<file path="config.mk">
export PLATFORM = sky130hd
export DESIGN_NAME = dmct_timer
export DESIGN_NICKNAME = d
export VERILOG_FILES = /design/src/core/dmct_pkg.sv /design/src/core/dmct_sync_edge.sv /design/src/core/dmct_half_count.sv /design/src/core/dmct_timer.sv
export VERILOG_INCLUDE_DIRS = /design/src /design/src/core
export SDC_FILE = /design/constraint.sdc
export NUM_CORES = 1
export LEC_CHECK = 0
export ABC_CLOCK_PERIOD_IN_PS = 2500
export BUFFER_PORTS_ARGS = -buffer_cell sky130_fd_sc_hd__buf_2
export CORE_UTILIZATION = 35
export DETAILED_ROUTE_END_ITERATION = 8
export HOLD_SLACK_MARGIN = 0.1
export PLACE_DENSITY = 0.55
export SETUP_SLACK_MARGIN = 0.5
export SYNTH_ARGS = -nofsm -noshare
export SYNTH_HDL_FRONTEND = slang
export SYNTH_SLANG_ARGS = --single-unit
</file>
<file path="constraint.sdc">
create_clock -name sys_clk -period 2.5 [get_ports sys_clk]
set_input_delay 0.5 -clock sys_clk [delete_from_list [all_inputs] [get_ports sys_clk]]
set_output_delay 0.5 -clock sys_clk [all_outputs]
set_load 0.05 [all_outputs]
</file>
<file path="src/core/dmct_defines.svh">
`ifndef DMCT_DEFINES_SVH
`define DMCT_DEFINES_SVH

// byte port register offsets (3-bit address)
`define DMCT_ADDR_CTRL      3'h0
`define DMCT_ADDR_STAT      3'h1
`define DMCT_ADDR_CNT_HI    3'h2
`define DMCT_ADDR_CNT_LO    3'h3
`define DMCT_ADDR_CMP_HI    3'h4
`define DMCT_ADDR_CMP_LO    3'h5
`define DMCT_ADDR_CLKSTOP   3'h6

// reset values
`define DMCT_RST_COUNT      8'h00
`define DMCT_RST_COMPARE    8'hFF
`define DMCT_RST_CTRL       8'h00
`define DMCT_RST_STAT       8'h00
`define DMCT_RST_CLKSTOP    8'hFF
`define DMCT_BYTE_MAX       8'hFF
`define DMCT_BYTE_ZERO      8'h00

// control register fields
`define DMCT_CTRL_HOL       7
`define DMCT_CTRL_HSEL_MSB  6
`define DMCT_CTRL_HSEL_LSB  4
`define DMCT_CTRL_LOL       3
`define DMCT_CTRL_LSEL_MSB  2
`define DMCT_CTRL_LSEL_LSB  0

// control/status register fields
`define DMCT_STAT_OVF_H     7
`define DMCT_STAT_CMF_H     6
`define DMCT_STAT_OVIE_H    5
`define DMCT_STAT_CCLR_H    4
`define DMCT_STAT_OVF_L     3
`define DMCT_STAT_CMF_L     2
`define DMCT_STAT_OVIE_L    1
`define DMCT_STAT_CCLR_L    0
`define DMCT_STAT_FLAGS     8'hCC

// clock stop register: timer standby bit
`define DMCT_CLKSTOP_TIMER  2

// clock-select low bits and prescaler taps
`define DMCT_SEL_SUB        2'h3
`define DMCT_SEL_SUB_FULL   3'h7
`define DMCT_PRE_DIV32      5'h1F
`define DMCT_PRE_DIV16      4'hF
`define DMCT_PRE_DIV4       2'h3
`define DMCT_SUB_DIV4       2'h3

`endif

</file>
<file path="src/core/dmct_pkg.sv">
package dmct_pkg;
  // one data byte of the peripheral port
  typedef logic [7:0] dmct_byte_t;
  // three-bit clock selection field
  typedef logic [2:0] dmct_sel_t;
endpackage : dmct_pkg

</file>
<file path="src/core/dmct_sync_edge.sv">
module dmct_sync_edge (
  // clock and reset
  input  wire logic sys_clk,
  input  wire logic rst,
  // asynchronous input
  input  wire logic asyncIn,
  // synchronised rising and falling edge pulses
  output logic      rise,
  output logic      fall
);
  logic meta_reg;   // first stage, read only by the second
  logic sync_reg;   // second stage
  logic prev_reg;   // delayed copy for edge detect

  // two-stage synchroniser plus history bit
  always_ff @(posedge sys_clk) begin
    if (rst) begin
      meta_reg <= 1'b0;
      sync_reg <= 1'b0;
      prev_reg <= 1'b0;
    end else begin
      meta_reg <= asyncIn;
      sync_reg <= meta_reg;
      prev_reg <= sync_reg;
    end
  end

  assign rise = sync_reg & ~prev_reg;
  assign fall = ~sync_reg & prev_reg;
endmodule // dmct_sync_edge

</file>
<file path="src/core/dmct_half_count.sv">
`include "dmct_defines.svh"

module dmct_half_count (
  // clock and reset
  input  wire logic              sys_clk,
  input  wire logic              rst,
  // count control
  input  wire logic              tick,
  input  wire logic              clr,
  input  wire logic              load,
  input  wire dmct_pkg::dmct_byte_t loadData,
  // compare byte load
  input  wire logic              cmpLoad,
  input  wire dmct_pkg::dmct_byte_t cmpData,
  // state
  output dmct_pkg::dmct_byte_t   countVal,
  output dmct_pkg::dmct_byte_t   cmpVal,
  output logic                   atMax,
  output logic                   eq
);
  dmct_pkg::dmct_byte_t count_reg, count_next;   // counter byte
  dmct_pkg::dmct_byte_t cmp_reg, cmp_next;       // compare byte

  // a cpu write beats a clear, a clear beats an increment
  assign count_next = load ? loadData :
                      clr  ? `DMCT_BYTE_ZERO :
                      tick ? count_reg + 8'h01 : count_reg;
  assign cmp_next   = cmpLoad ? cmpData : cmp_reg;

  // counter and compare storage
  always_ff @(posedge sys_clk) begin
    if (rst) begin
      count_reg <= `DMCT_RST_COUNT;   // RULE11
      cmp_reg   <= `DMCT_RST_COMPARE; // RULE11
    end else begin
      count_reg <= count_next;
      cmp_reg   <= cmp_next;
    end
  end

  assign countVal = count_reg;
  assign cmpVal   = cmp_reg;
  assign atMax    = (count_reg == `DMCT_BYTE_MAX);
  assign eq       = (count_reg == cmp_reg);
endmodule // dmct_half_count

</file>
<file path="src/core/dmct_timer.sv">
`include "dmct_defines.svh"

// Summary of operation
// (RULE1) low overflow irq needs low enable bit
// (RULE2) low clear-on-match zeroes low counter
// (RULE3) standby bit zero stops whole timer
// (RULE4) cpu accesses 16-bit pairs high first
// (RULE5) 8-bit mode bytes go direct
// (RULE6) high write latches, low write commits both
// (RULE7) high count read latches low byte
// (RULE8) compare reads bypass the byte latch
// (RULE9) select MSB zero gives one 16-bit counter
// (RULE10) select MSB one splits two counters
// (RULE11) reset: count zero, compare ones, control zero
// (RULE12) 16-bit match sets flag, irq, clear
// (RULE13) 16-bit overflow sets flag, gated irq
// (RULE14) each 8-bit half: match flag, irq, clear
// (RULE15) each 8-bit half: overflow flag, gated irq
// (RULE16) toggle output starts at level, flips on match
// (RULE17) internal clocks: div 32, 16, 4, sub/4
// (RULE18) select MSB zero counts external edges
// (RULE19) external pulses last two clocks minimum
// (RULE20) match acts as counter leaves matching value
// (RULE21) sub clock synchronised to system clock
// (RULE22) sub modes count only on sub/4
// (RULE23) flags: hardware sets, read-one-write-zero clears
// (RULE24) level bit write drives toggle output now
// (RULE25) standby halts count and holds registers
module dmct_timer (
  // clock and reset
  input  wire logic                 sys_clk,
  input  wire logic                 rst,
  // cpu byte port
  input  wire logic [2:0]           cpuAddr,
  input  wire logic                 cpuWrite,
  input  wire logic                 cpuRead,
  input  wire dmct_pkg::dmct_byte_t cpuWdata,
  output dmct_pkg::dmct_byte_t      cpuRdata,
  // interrupt controller side
  input  wire logic                 highIrqEnable,
  input  wire logic                 lowIrqEnable,
  input  wire logic                 eventEdgeSelect,
  output logic                      highIrqReq,
  output logic                      lowIrqReq,
  // power modes
  input  wire logic                 subMode,
  input  wire logic                 standbyMode,
  // pins
  input  wire logic                 eventInputPin,
  input  wire logic                 subClockPin,
  output logic                      highToggleOutput,
  output logic                      lowToggleOutput
);
  ////////////////////////////////////////////////////////////////////////////
  // declarations
  dmct_pkg::dmct_byte_t ctrl_reg, ctrl_next;       // control register
  dmct_pkg::dmct_byte_t stat_reg, stat_next;       // control/status register
  dmct_pkg::dmct_byte_t clkStop_reg, clkStop_next; // clock stop register
  dmct_pkg::dmct_byte_t armed_reg, armed_next;     // flags seen as one
  dmct_pkg::dmct_byte_t latch_reg, latch_next;     // byte latch
  dmct_pkg::dmct_byte_t rdata_reg, rdata_next;     // read data
  logic [4:0]           pre_reg;                   // system prescaler
  logic [1:0]           subDiv_reg;                // sub clock divider
  logic                 hOut_reg, hOut_next;       // high toggle pin
  logic                 lOut_reg, lOut_next;       // low toggle pin
  logic                 hIrq_reg, lIrq_reg;        // irq request pulses

  // half counter state
  dmct_pkg::dmct_byte_t hiCount, loCount, hiCmp, loCmp;
  logic                 hiMax, loMax, hiEq, loEq;

  ////////////////////////////////////////////////////////////////////////////
  // address decode
  wire running  = clkStop_reg[`DMCT_CLKSTOP_TIMER] & ~standbyMode;   // RULE3 RULE25
  wire wrOk     = cpuWrite & running;                                // RULE25
  wire selCtrl  = (cpuAddr == `DMCT_ADDR_CTRL);
  wire selStat  = (cpuAddr == `DMCT_ADDR_STAT);
  wire selCntHi = (cpuAddr == `DMCT_ADDR_CNT_HI);
  wire selCntLo = (cpuAddr == `DMCT_ADDR_CNT_LO);
  wire selCmpHi = (cpuAddr == `DMCT_ADDR_CMP_HI);
  wire selCmpLo = (cpuAddr == `DMCT_ADDR_CMP_LO);
  wire selStop  = (cpuAddr == `DMCT_ADDR_CLKSTOP);
  wire ctrlWr   = wrOk & selCtrl;
  wire statWr   = wrOk & selStat;
  wire statRd   = cpuRead & selStat;

  ////////////////////////////////////////////////////////////////////////////
  // mode and field decode
  wire mode16 = ~ctrl_reg[`DMCT_CTRL_HSEL_MSB];   // RULE9 RULE10
  wire [2:0] loSel = ctrl_reg[`DMCT_CTRL_LSEL_MSB:`DMCT_CTRL_LSEL_LSB];
  wire [2:0] hiSel = ctrl_reg[`DMCT_CTRL_HSEL_MSB:`DMCT_CTRL_HSEL_LSB];
  wire high_overflow_irq_enable = stat_reg[`DMCT_STAT_OVIE_H];
  wire high_clear_on_match = stat_reg[`DMCT_STAT_CCLR_H];
  wire low_overflow_irq_enable = stat_reg[`DMCT_STAT_OVIE_L];
  wire low_clear_on_match = stat_reg[`DMCT_STAT_CCLR_L];

  ////////////////////////////////////////////////////////////////////////////
  // counting clocks
  // the sub clock comes from another oscillator, so it is synchronised and
  // its edges are counted here; this costs up to one system period of jitter
  logic subRise;
  logic evRise, evFall;

  dmct_sync_edge uSubSync (
    .sys_clk (sys_clk),
    .rst     (rst),
    .asyncIn (subClockPin),
    .rise    (subRise),
    .fall    ()
  ); // RULE21

  // external events need two system clocks per level to survive this stage
  dmct_sync_edge uEvSync (
    .sys_clk (sys_clk),
    .rst     (rst),
    .asyncIn (eventInputPin),
    .rise    (evRise),
    .fall    (evFall)
  ); // RULE19

  // the prescaler is never restarted, so the first period after a select
  // change may be short; software needing an exact first interval must
  // write the counter after choosing the clock
  // prescaler and sub divider free-run; only the taps are gated
  always_ff @(posedge sys_clk) begin
    if (rst) begin
      pre_reg    <= 5'h00;
      subDiv_reg <= 2'h0;
    end else begin
      pre_reg    <= pre_reg + 5'h01;
      subDiv_reg <= subRise ? subDiv_reg + 2'h1 : subDiv_reg;
    end
  end

  wire div32   = (pre_reg == `DMCT_PRE_DIV32);        // RULE17
  wire div16   = (pre_reg[3:0] == `DMCT_PRE_DIV16);   // RULE17
  wire div4    = (pre_reg[1:0] == `DMCT_PRE_DIV4);    // RULE17
  wire subTick = subRise & (subDiv_reg == `DMCT_SUB_DIV4);
  wire evTick  = eventEdgeSelect ? evRise : evFall;   // RULE18
  wire [3:0] intTicks = {subTick, div4, div16, div32};

  // in sub modes only the sub clock tap may count
  wire loAllowed = ~subMode | (loSel == `DMCT_SEL_SUB_FULL);  // RULE22
  wire hiAllowed = ~subMode | (hiSel[1:0] == `DMCT_SEL_SUB);  // RULE22
  wire loSrc  = loSel[2] ? intTicks[loSel[1:0]] : evTick;     // RULE18
  wire loTick = running & loAllowed & loSrc;
  wire hi8Tick = running & hiAllowed & intTicks[hiSel[1:0]];  // RULE10

  ////////////////////////////////////////////////////////////////////////////
  // byte-port writes into counter and compare
  wire cntHiWr = wrOk & selCntHi;
  wire cntLoWr = wrOk & selCntLo;
  wire cmpHiWr = wrOk & selCmpHi;
  wire cmpLoWr = wrOk & selCmpLo;
  // 16-bit mode: high byte waits in the latch for the low byte
  wire hiCntLoad = mode16 ? cntLoWr : cntHiWr;                // RULE5 RULE6
  wire hiCmpLoad = mode16 ? cmpLoWr : cmpHiWr;                // RULE5 RULE6
  wire dmct_pkg::dmct_byte_t hiWrData = mode16 ? latch_reg : cpuWdata; // RULE6

  ////////////////////////////////////////////////////////////////////////////
  // match, overflow and clear events
  // in 16-bit mode both halves clear on the same edge, so a read never
  // sees a half-cleared word
  // a match fires as the counter leaves the matching value; a write to the
  // counter or compare byte in the same cycle cancels it
  wire fullMatch = loTick & loEq & hiEq & ~cmpLoWr & ~cntLoWr;  // RULE20
  wire loMatch   = loTick & loEq & ~cmpLoWr & ~cntLoWr;         // RULE20
  wire loOvf     = loTick & loMax & ~cntLoWr;
  wire hiTick    = mode16 ? loTick & loMax : hi8Tick;           // RULE9
  wire hiMatch8  = hiTick & hiEq & ~hiCmpLoad & ~hiCntLoad;     // RULE20
  wire hiOvf     = hiTick & hiMax & ~hiCntLoad;                 // RULE13 RULE15
  wire hiMatch   = mode16 ? fullMatch : hiMatch8;               // RULE12 RULE14
  wire loClr     = mode16 ? fullMatch & high_clear_on_match : loMatch & low_clear_on_match;  // RULE2 RULE12
  wire hiClr     = mode16 ? fullMatch & high_clear_on_match : hiMatch8 & high_clear_on_match; // RULE12 RULE14

  dmct_half_count uHigh (
    .sys_clk  (sys_clk),
    .rst      (rst),
    .tick     (hiTick),
    .clr      (hiClr),
    .load     (hiCntLoad),
    .loadData (hiWrData),
    .cmpLoad  (hiCmpLoad),
    .cmpData  (hiWrData),
    .countVal (hiCount),
    .cmpVal   (hiCmp),
    .atMax    (hiMax),
    .eq       (hiEq)
  );

  dmct_half_count uLow (
    .sys_clk  (sys_clk),
    .rst      (rst),
    .tick     (loTick),
    .clr      (loClr),
    .load     (cntLoWr),
    .loadData (cpuWdata),
    .cmpLoad  (cmpLoWr),
    .cmpData  (cpuWdata),
    .countVal (loCount),
    .cmpVal   (loCmp),
    .atMax    (loMax),
    .eq       (loEq)
  );

  ////////////////////////////////////////////////////////////////////////////
  // byte latch
  // the high write parks data here; a high count read parks the low count
  wire cntHiRd = cpuRead & selCntHi & mode16;
  wire cntLoRd = cpuRead & selCntLo;
  assign latch_next = (mode16 & (cntHiWr | cmpHiWr)) ? cpuWdata :  // RULE6
                      cntHiRd ? loCount : latch_reg;                // RULE7

  ////////////////////////////////////////////////////////////////////////////
  // control and status registers
  // event bits line up with the flag positions of the status register
  wire dmct_pkg::dmct_byte_t setEv = {hiOvf, hiMatch, 2'b00,
                                      loOvf, loMatch, 2'b00};       // RULE12 RULE13 RULE14 RULE15
  // only a zero written over a flag already read as one clears it
  wire dmct_pkg::dmct_byte_t clrEv = statWr ? (armed_reg & ~cpuWdata) : 8'h00; // RULE23
  // a set in the same cycle as a clear wins
  assign stat_next = (((stat_reg & ~clrEv) | setEv) & `DMCT_STAT_FLAGS) |
                     ((statWr ? cpuWdata : stat_reg) & ~`DMCT_STAT_FLAGS); // RULE1 RULE2 RULE23
  assign armed_next = statRd ? (stat_reg & `DMCT_STAT_FLAGS) :
                      statWr ? 8'h00 : armed_reg;                   // RULE23
  assign ctrl_next    = ctrlWr ? cpuWdata : ctrl_reg;
  // the clock stop register must stay writable to leave standby
  assign clkStop_next = (cpuWrite & selStop) ? cpuWdata : clkStop_reg; // RULE3

  // any status write drops the armed copy, so a stale read can never
  // clear a flag that hardware set after that read
  // register storage
  always_ff @(posedge sys_clk) begin
    if (rst) begin
      ctrl_reg    <= `DMCT_RST_CTRL;      // RULE11
      stat_reg    <= `DMCT_RST_STAT;      // RULE11
      clkStop_reg <= `DMCT_RST_CLKSTOP;   // RULE3
      armed_reg   <= `DMCT_BYTE_ZERO;
      latch_reg   <= `DMCT_BYTE_ZERO;
    end else begin
      ctrl_reg    <= ctrl_next;
      stat_reg    <= stat_next;
      clkStop_reg <= clkStop_next;
      armed_reg   <= armed_next;
      latch_reg   <= latch_next;
    end
  end

  ////////////////////////////////////////////////////////////////////////////
  // toggle outputs
  // a level write beats a match in the same cycle; the low pin only toggles
  // in 8-bit mode because its match is partial in 16-bit mode
  assign hOut_next = ctrlWr ? cpuWdata[`DMCT_CTRL_HOL] :            // RULE24
                     hiMatch ? ~hOut_reg : hOut_reg;                // RULE16
  assign lOut_next = ctrlWr ? cpuWdata[`DMCT_CTRL_LOL] :            // RULE24
                     (loMatch & ~mode16) ? ~lOut_reg : lOut_reg;    // RULE16

  ////////////////////////////////////////////////////////////////////////////
  // interrupt requests
  wire hIrqNext = highIrqEnable & (hiMatch | (hiOvf & high_overflow_irq_enable));      // RULE12 RULE13
  wire lIrqNext = lowIrqEnable & ((loMatch & ~mode16) | (loOvf & low_overflow_irq_enable)); // RULE1 RULE14 RULE15

  ////////////////////////////////////////////////////////////////////////////
  // read mux
  // compare bytes and the high count byte come straight from storage
  always_comb begin
    case (cpuAddr)
      `DMCT_ADDR_CTRL:    rdata_next = ctrl_reg;
      `DMCT_ADDR_STAT:    rdata_next = stat_reg;
      `DMCT_ADDR_CNT_HI:  rdata_next = hiCount;                       // RULE7
      `DMCT_ADDR_CNT_LO:  rdata_next = mode16 ? latch_reg : loCount;  // RULE5 RULE7
      `DMCT_ADDR_CMP_HI:  rdata_next = hiCmp;                         // RULE8
      `DMCT_ADDR_CMP_LO:  rdata_next = loCmp;                         // RULE8
      `DMCT_ADDR_CLKSTOP: rdata_next = clkStop_reg;
      default:            rdata_next = `DMCT_BYTE_ZERO;
    endcase
  end

  // read data is held between reads, so a slow cpu may take it late;
  // the cost is one flop stage of read latency
  // output flops: pins, irq pulses and read data
  always_ff @(posedge sys_clk) begin
    if (rst) begin
      hOut_reg  <= 1'b0;
      lOut_reg  <= 1'b0;
      hIrq_reg  <= 1'b0;
      lIrq_reg  <= 1'b0;
      rdata_reg <= `DMCT_BYTE_ZERO;
    end else begin
      hOut_reg  <= hOut_next;
      lOut_reg  <= lOut_next;
      hIrq_reg  <= hIrqNext;
      lIrq_reg  <= lIrqNext;
      rdata_reg <= cpuRead ? rdata_next : rdata_reg;
    end
  end

  assign cpuRdata         = rdata_reg;
  assign highToggleOutput = hOut_reg;
  assign lowToggleOutput  = lOut_reg;
  assign highIrqReq       = hIrq_reg;
  assign lowIrqReq        = lIrq_reg;
endmodule // dmct_timer

</file>
Word-level counts from Yosys, hierarchy flattened
Index checks and enable logic that the tools add are counted.
{"block": "totals", "reg_bits": 93, "word_cells": 147}
{"block": "op_classes", "addsub": 4, "order_cmp": 2, "n_eq_ne": 16, "n_mux": 31, "bitwise": 65, "n_reduce_logical": 7}
{"op": "$mux 8", "n": 13}
{"op": "$pmux 8 s7", "n": 1}
{"op": "$and 1x1->1", "n": 42}
{"op": "$add 8x1->8 const B", "n": 2}
{"op": "$and 8x8->8", "n": 2}
{"op": "$eq 8x8->1", "n": 2}
{"op": "$eq 8x8->1 const B", "n": 2}
{"op": "$not 8->8", "n": 2}
{"op": "$mux 1", "n": 14}
{"op": "$eq 3x3->1 const B", "n": 4}
{"op": "$not 1->1", "n": 12}
{"op": "$or 8x6->8", "n": 1}
{"op": "$or 8x8->8", "n": 1}
{"op": "$reduce_bool 2->1", "n": 4}
{"op": "$eq 2x2->1 const B", "n": 3}
{"op": "$eq 3x2->1 const B", "n": 2}
{"op": "$lt 2x3->1 const B", "n": 2}
{"op": "$mux 6", "n": 1}
{"op": "$reduce_bool 3->1", "n": 2}
{"op": "$add 5x1->5 const B", "n": 1}
{"op": "$eq 5x5->1 const B", "n": 1}
{"op": "$or 1x1->1", "n": 5}
{"op": "$bmux 1 s2", "n": 2}
{"op": "$eq 4x4->1 const B", "n": 1}
{"op": "3 further kinds", "n": 3}

Depth between registers and ports, before layout
{"block": "logic_depth", "ltp_word": 16, "ltp_mapped": 11}

Cells and area by module
From an unflattened synthesis, not the netlist that was laid out.
{"block": "unflattened", "hier_cells": 566, "area_unflattened_um2": 4941.0}
{"module": "dmct_timer", "instances": 1, "cells_per_inst": 352, "area_each_um2": 3039.2}
{"module": "dmct_half_count", "instances": 2, "cells_per_inst": 99, "area_each_um2": 859.6}
{"module": "dmct_sync_edge", "instances": 2, "cells_per_inst": 8, "area_each_um2": 91.3}

Worst setup path before layout
No wires, ideal clock.
{"block": "synth_timing", "kind": "register to register", "from": "register pre_reg[0]", "to": "register uHigh.count_reg[7], in the netlist uHigh.countVal[7]", "t_arrival_ns": 2.293, "t_required_ns": 2.376, "setup_slack_ns": 0.082, "stages_incl_launch_ff": 12, "path_buffers": 1, "synth_period_minus_slack_ns": 2.418, "cell_sequence": "dfxtp_1 > ha_1 > and3_1 > ha_1 > mux2i_1 > a32oi_4 > o2111ai_4 > o31a_1 > buf_6 > nor4_2 > xnor2_1 > o22ai_2"}
{"block": "synth_via", "elab_chain_len": 14, "elab_cells_between_ends": 25, "cone_classes": "eq/ne (3); mux (9); bitwise (12); reduce/logical (1)"}
{"element": "start: declaration", "line_no": "dmct_timer.sv:62", "rtl": "logic [4:0] pre_reg;"}
{"element": "start signal: assignment", "line_no": "dmct_timer.sv:130", "rtl": "pre_reg <= pre_reg + 5'h01;"}
{"element": "$eq 5x5->1 (no source line), or another cell as far along"}
{"element": "$bmux 1 s2", "line_no": "dmct_timer.sv:145", "rtl": "wire loSrc = loSel[2] ? intTicks[loSel[1:0]] : evTick;"}
{"element": "$mux 1 (not written as such)", "line_no": "dmct_timer.sv:145"}
{"element": "$mux 1", "line_no": "dmct_timer.sv:145"}
{"element": "$and 1x1->1", "line_no": "dmct_timer.sv:146", "rtl": "wire loTick = running & loAllowed & loSrc;"}
{"element": "$and 1x1->1", "line_no": "dmct_timer.sv:169", "rtl": "wire hiTick = mode16 ? loTick & loMax : hi8Tick;"}
{"element": "$mux 1", "line_no": "dmct_timer.sv:169"}
{"element": "$and 1x1->1 (3 in a row)", "line_no": "dmct_timer.sv:170", "rtl": "wire hiMatch8 = hiTick & hiEq & ~hiCmpLoad & ~hiCntLoad;"}
{"element": "$and 1x1->1", "line_no": "dmct_timer.sv:174", "rtl": "wire hiClr = mode16 ? fullMatch & high_clear_on_match : hiMatch8 & high_clear_on_match;"}
{"element": "$mux 1", "line_no": "dmct_timer.sv:174"}
{"element": "$mux 8", "line_no": "dmct_half_count.sv:26", "rtl": "clr ? `DMCT_BYTE_ZERO :"}
{"element": "$mux 8", "line_no": "dmct_half_count.sv:25", "rtl": "assign count_next = load ? loadData :"}
{"element": "end signal: assignment", "line_no": "dmct_half_count.sv:33", "rtl": "count_reg <= `DMCT_RST_COUNT;"}
{"element": "end signal: assignment", "line_no": "dmct_half_count.sv:36", "rtl": "count_reg <= count_next;"}
{"element": "end: declaration", "line_no": "dmct_half_count.sv:21", "rtl": "dmct_pkg::dmct_byte_t count_reg, count_next;"}
Several ways; a longest one is shown, not always the timed one. The select of a mux whose other input is x is not followed.
A chain may end at the register's enable or synchronous reset.

Worst setup path after layout
Ends and elaborated chain as after synthesis.

==> qor.yml <==
synth:
  ys_ff_latch: 93
  syn_inst: 573
  yosysTopAreaCell: "dfxtp_1"
  synth_cell_types: 68
  synthArstFlopShare_pct: 0
  avgSynthCellArea_um2: 8.544
  ys.flop_type: "dfxtp_1"
  yosys-top-cells-area: "dfxtp_1 38%, mux2i_1 6.1%, nor2_1 5.1%, nand2_1 4.5%, a21oi_1 4.1%"
  ys.warnings.count: 0
  syn-cell-area_um2: 4896
  synth.net_count: 600
  synth_edf_count: 0
  synth_common_cells: "93 x dfxtp_1, 66 x nor2_1, 59 x nand2_1"
  synth_top_area_share_pct: 38.03
  synth_seq_area_share_pct: 38.03
  synth.most_common_cell: "dfxtp_1"
worst_setup_path:
  path_common_cell: "ha_4"
  slowest_delay_ns: 0.39
  path_class: "register to register"
  cp_slowest_cell: "o31a_1"
  crit_fanout: 5
  cp-end-kind: "register"
  path_buf_inv: 1
  r2r-start: "pre_reg[0]$_SDFF_PP0_"
  cp.arrival_ns: 2.61
  startpoint_type: "register"
  reg2reg_depth: 11
  path_cells: "ha_4 -> and3_4 -> ha_4 -> mux2i_4 -> a32oi_4 -> o2111ai_4 -> o31a_1 -> buf_6 -> nor4_4 -> xnor2_1 -> o22ai_2"
  path_delay_family: "compound AO/OA/AOI/OAI gates"
  reg2reg_slack_ns: 0.12
  required_ns: 2.73
  reg2reg_to: "uHigh.countVal[7]$_SDFFE_PP0P_"
worst_hold_path:
  hp-start: "eventInputPin"
  worstHoldPathCells: 2
  hold_path.class: "input pin to register"
  whs_endpoint: "uEvSync.meta_reg$_SDFF_PP0_"
floorplanning:
  die_w_um: 120.3
  die_h_um: 120.3
  coreArea_um2: 13450
  die_area_um2: 14460
  start_util_pct: 36.39
  io_pins: 34
  rows: 42
timing:
  final_max_slew_viol_count: 0
  rsz0062_at_grt: "true"
  slew_headroom_pct: 51.49
  finalSetupViolations: 0
  skew_ns: 0.007584
  worst_pin_slew_ns: 0.7276
  max_freq_mhz: 420.9
  finalCriticalPeriod_ns: 2.376
  postLayoutSetupSlackWorst_ns: 0.1241
  hold_viol_final: 0
  final.setup.tns_ns: 0
  fin_crit_sh_pct: 95.04
detailed_routing:
  routedWlPerCell_um: 19.48
  vias: 4502
  totalWireLength_um: 15880
  vias_per_cell: 5.524
  drt_pass1_iterations: 5
  drt_iter0_markers: 413
  drc: 0
  drtAntennaViolNets: 0
final_layout:
  final_area_um2: 6132
  drive_gt1_share_pct: 25.35
  antennaDiodeCount: 0
  area_growth_pct: 25.25
  nets: 661
  fin_util_pct: 45.58
power:
  total_power_w: 0.003353
  switchingPower_w: 0.0008690
  p_per_area_nw_per_um2: 546.7
  p_sw_share_pct: 25.92
  seqPwrFrac_pct: 46.2
  p_leak_nw: 2.361
  combPwrFrac_pct: 10.9
  internal_power_w: 0.002484
  vdd_drop_max_uv: 400.6
  p_clk_share_pct: 42.9
clock_tree:
  cts_tree: "built"
  clk_latency_ns: 0.35
  h-tree-depth: 3
  cts-buffers-inserted: 9
  clk_pin_slew_ns: 0.07
  cts_buffer_depth: 2
  clockRootBuffer: "clkbuf_16"
  cts_sinks: 93
global_routing:
  overflow: 0
  grt_max_degree: 38
  grt_pass1_wl_um: 24850
  grt_pass1_vias: 4455
  track_usage_pct: 22.82
  antenna_found_initial: 0
place:
  globalplace.congestion: 0.8772
  place_ws_ns: 0.003827
  portBuffers: 33
  dp.final_hpwl_um: 11480
  place_area_um2: 5523
status:
  status: "complete, no violations"
run:
  cap_viol_max_count: 0
## timing repair
item                                    in CTS  in global routing
hold buffers                                 0                  0
pin swaps                                   17                 19
buffers inserted                            12                  0
resized for setup                           17                 28
endpoints found under the setup margin      23                 30
## cell type report
| type | count | area (um^2) |
|---|---|---|
| fillers | 1361 | 7321 |
| clock buffers | 11 | 252.7 |
| clock inverters | 5 | 58.81 |
| inverters | 3 | 11.26 |
| well taps | 176 | 220.2 |
| repair buffers | 90 | 619.3 |
| multi-input cells | 437 | 3100 |
| flip-flops and latches | 93 | 1869 |
## power by group through the flow
stage	Combinational [W]	Sequential, W	Clock [W]
final	0.000365	0.00155	0.00144
after global routing	0.000395	0.00155	0.00152
after CTS	0.000356	0.00155	0.00146
after detailed placement	0.000345	0.00158	0
after global placement	0.000341	0.00158	0
after floorplan	0.000199	0.00160	0
## cells in the final DEF, fill, tap and decap left out, types with 3 or more instances in the layout
master	count
dfxtp_2	6
nand2_1	58
nor2_1	62
nor2b_1	24
nand4_1	5
a21oi_1	36
mux2i_1	29
xor2_1	12
nand4b_1	4
nand3b_1	19
buf_4	50
and2_1	3
nand3_2	3
a211oi_1	7
nand2b_1	7
buf_2	33
a22oi_1	11
dfxtp_1	87
nand3_1	15
buf_6	7
a21oi_2	4
ha_1	3
a211o_1	8
a31oi_1	4
o22ai_1	5
clkbuf_16	9
a22oi_2	3
a211oi_2	5
a222oi_1	4
and3_1	3
o21ai_0	15
xnor2_1	21
nor3_1	4
o221ai_1	3
## through the flow
stage          cells  hold WS (ns)
2_1_floorplan    573        0.4138
3_3_place_gp     787        0.4175
3_5_place_dp     787        0.4271
4_1_cts          815        0.3489
5_1_grt          815        0.3793
6_report         815        0.3626
## metal layers
metal	track usage [%]	wire length, um	vias to the layer above	part of all wire (%)
met1	29.96	7063	2158	44
met4	9.414	387	0	2.4
met3	4.481	840	25	5.3
met5	0	0	-	0
met2	36.53	7587	140	48
li1	-	-	2179	-
## worst reg2reg max path: stages, from the launching register on
cell and delay, ns:
dfxtp_2 0.35, ha_4 0.14, and3_4 0.20, ha_4 0.14
mux2i_4 0.07, a32oi_4 0.25, o2111ai_4 0.16, o31a_1 0.39
buf_6 0.16, nor4_4 0.14, xnor2_1 0.17, o22ai_2 0.09
## cells by family after synthesis
kind of cell	Yosys count	share of synthesized area, %
simple gates	237	25.15
compound gates	128	18.83
flops	93	38.03
buf+inv	43	3.578
xor+xnor	34	6.082
mux	33	7.053
fa+ha+maj	5	1.278
## worst max-delay path by stage
| stage | startpoint | to | slack (ns) | cells past startpoint |
|---|---|---|---|---|
| 3_5_place_dp | eventEdgeSelect | uHigh.countVal[2]$_SDFFE_PP0P_ | 0.004 | 9 |
| 3_3_place_gp | standbyMode | lowToggleOutput$_SDFFE_PP0P_ | 0.08 | 9 |
| 5_1_grt | pre_reg[0]$_SDFF_PP0_ | uHigh.countVal[7]$_SDFFE_PP0P_ | 0.02 | 11 |
| 2_1_floorplan | pre_reg[1]$_SDFF_PP0_ | uHigh.countVal[6]$_SDFFE_PP0P_ | 0.22 | 11 |
| 6_report | pre_reg[0]$_SDFF_PP0_ | uHigh.countVal[7]$_SDFFE_PP0P_ | 0.12 | 11 |
| 4_1_cts | pre_reg[0]$_SDFF_PP0_ | uHigh.countVal[3]$_SDFFE_PP0P_ | 0.16 | 11 |
No activity file was read; power rests on OpenSTA's default activity.
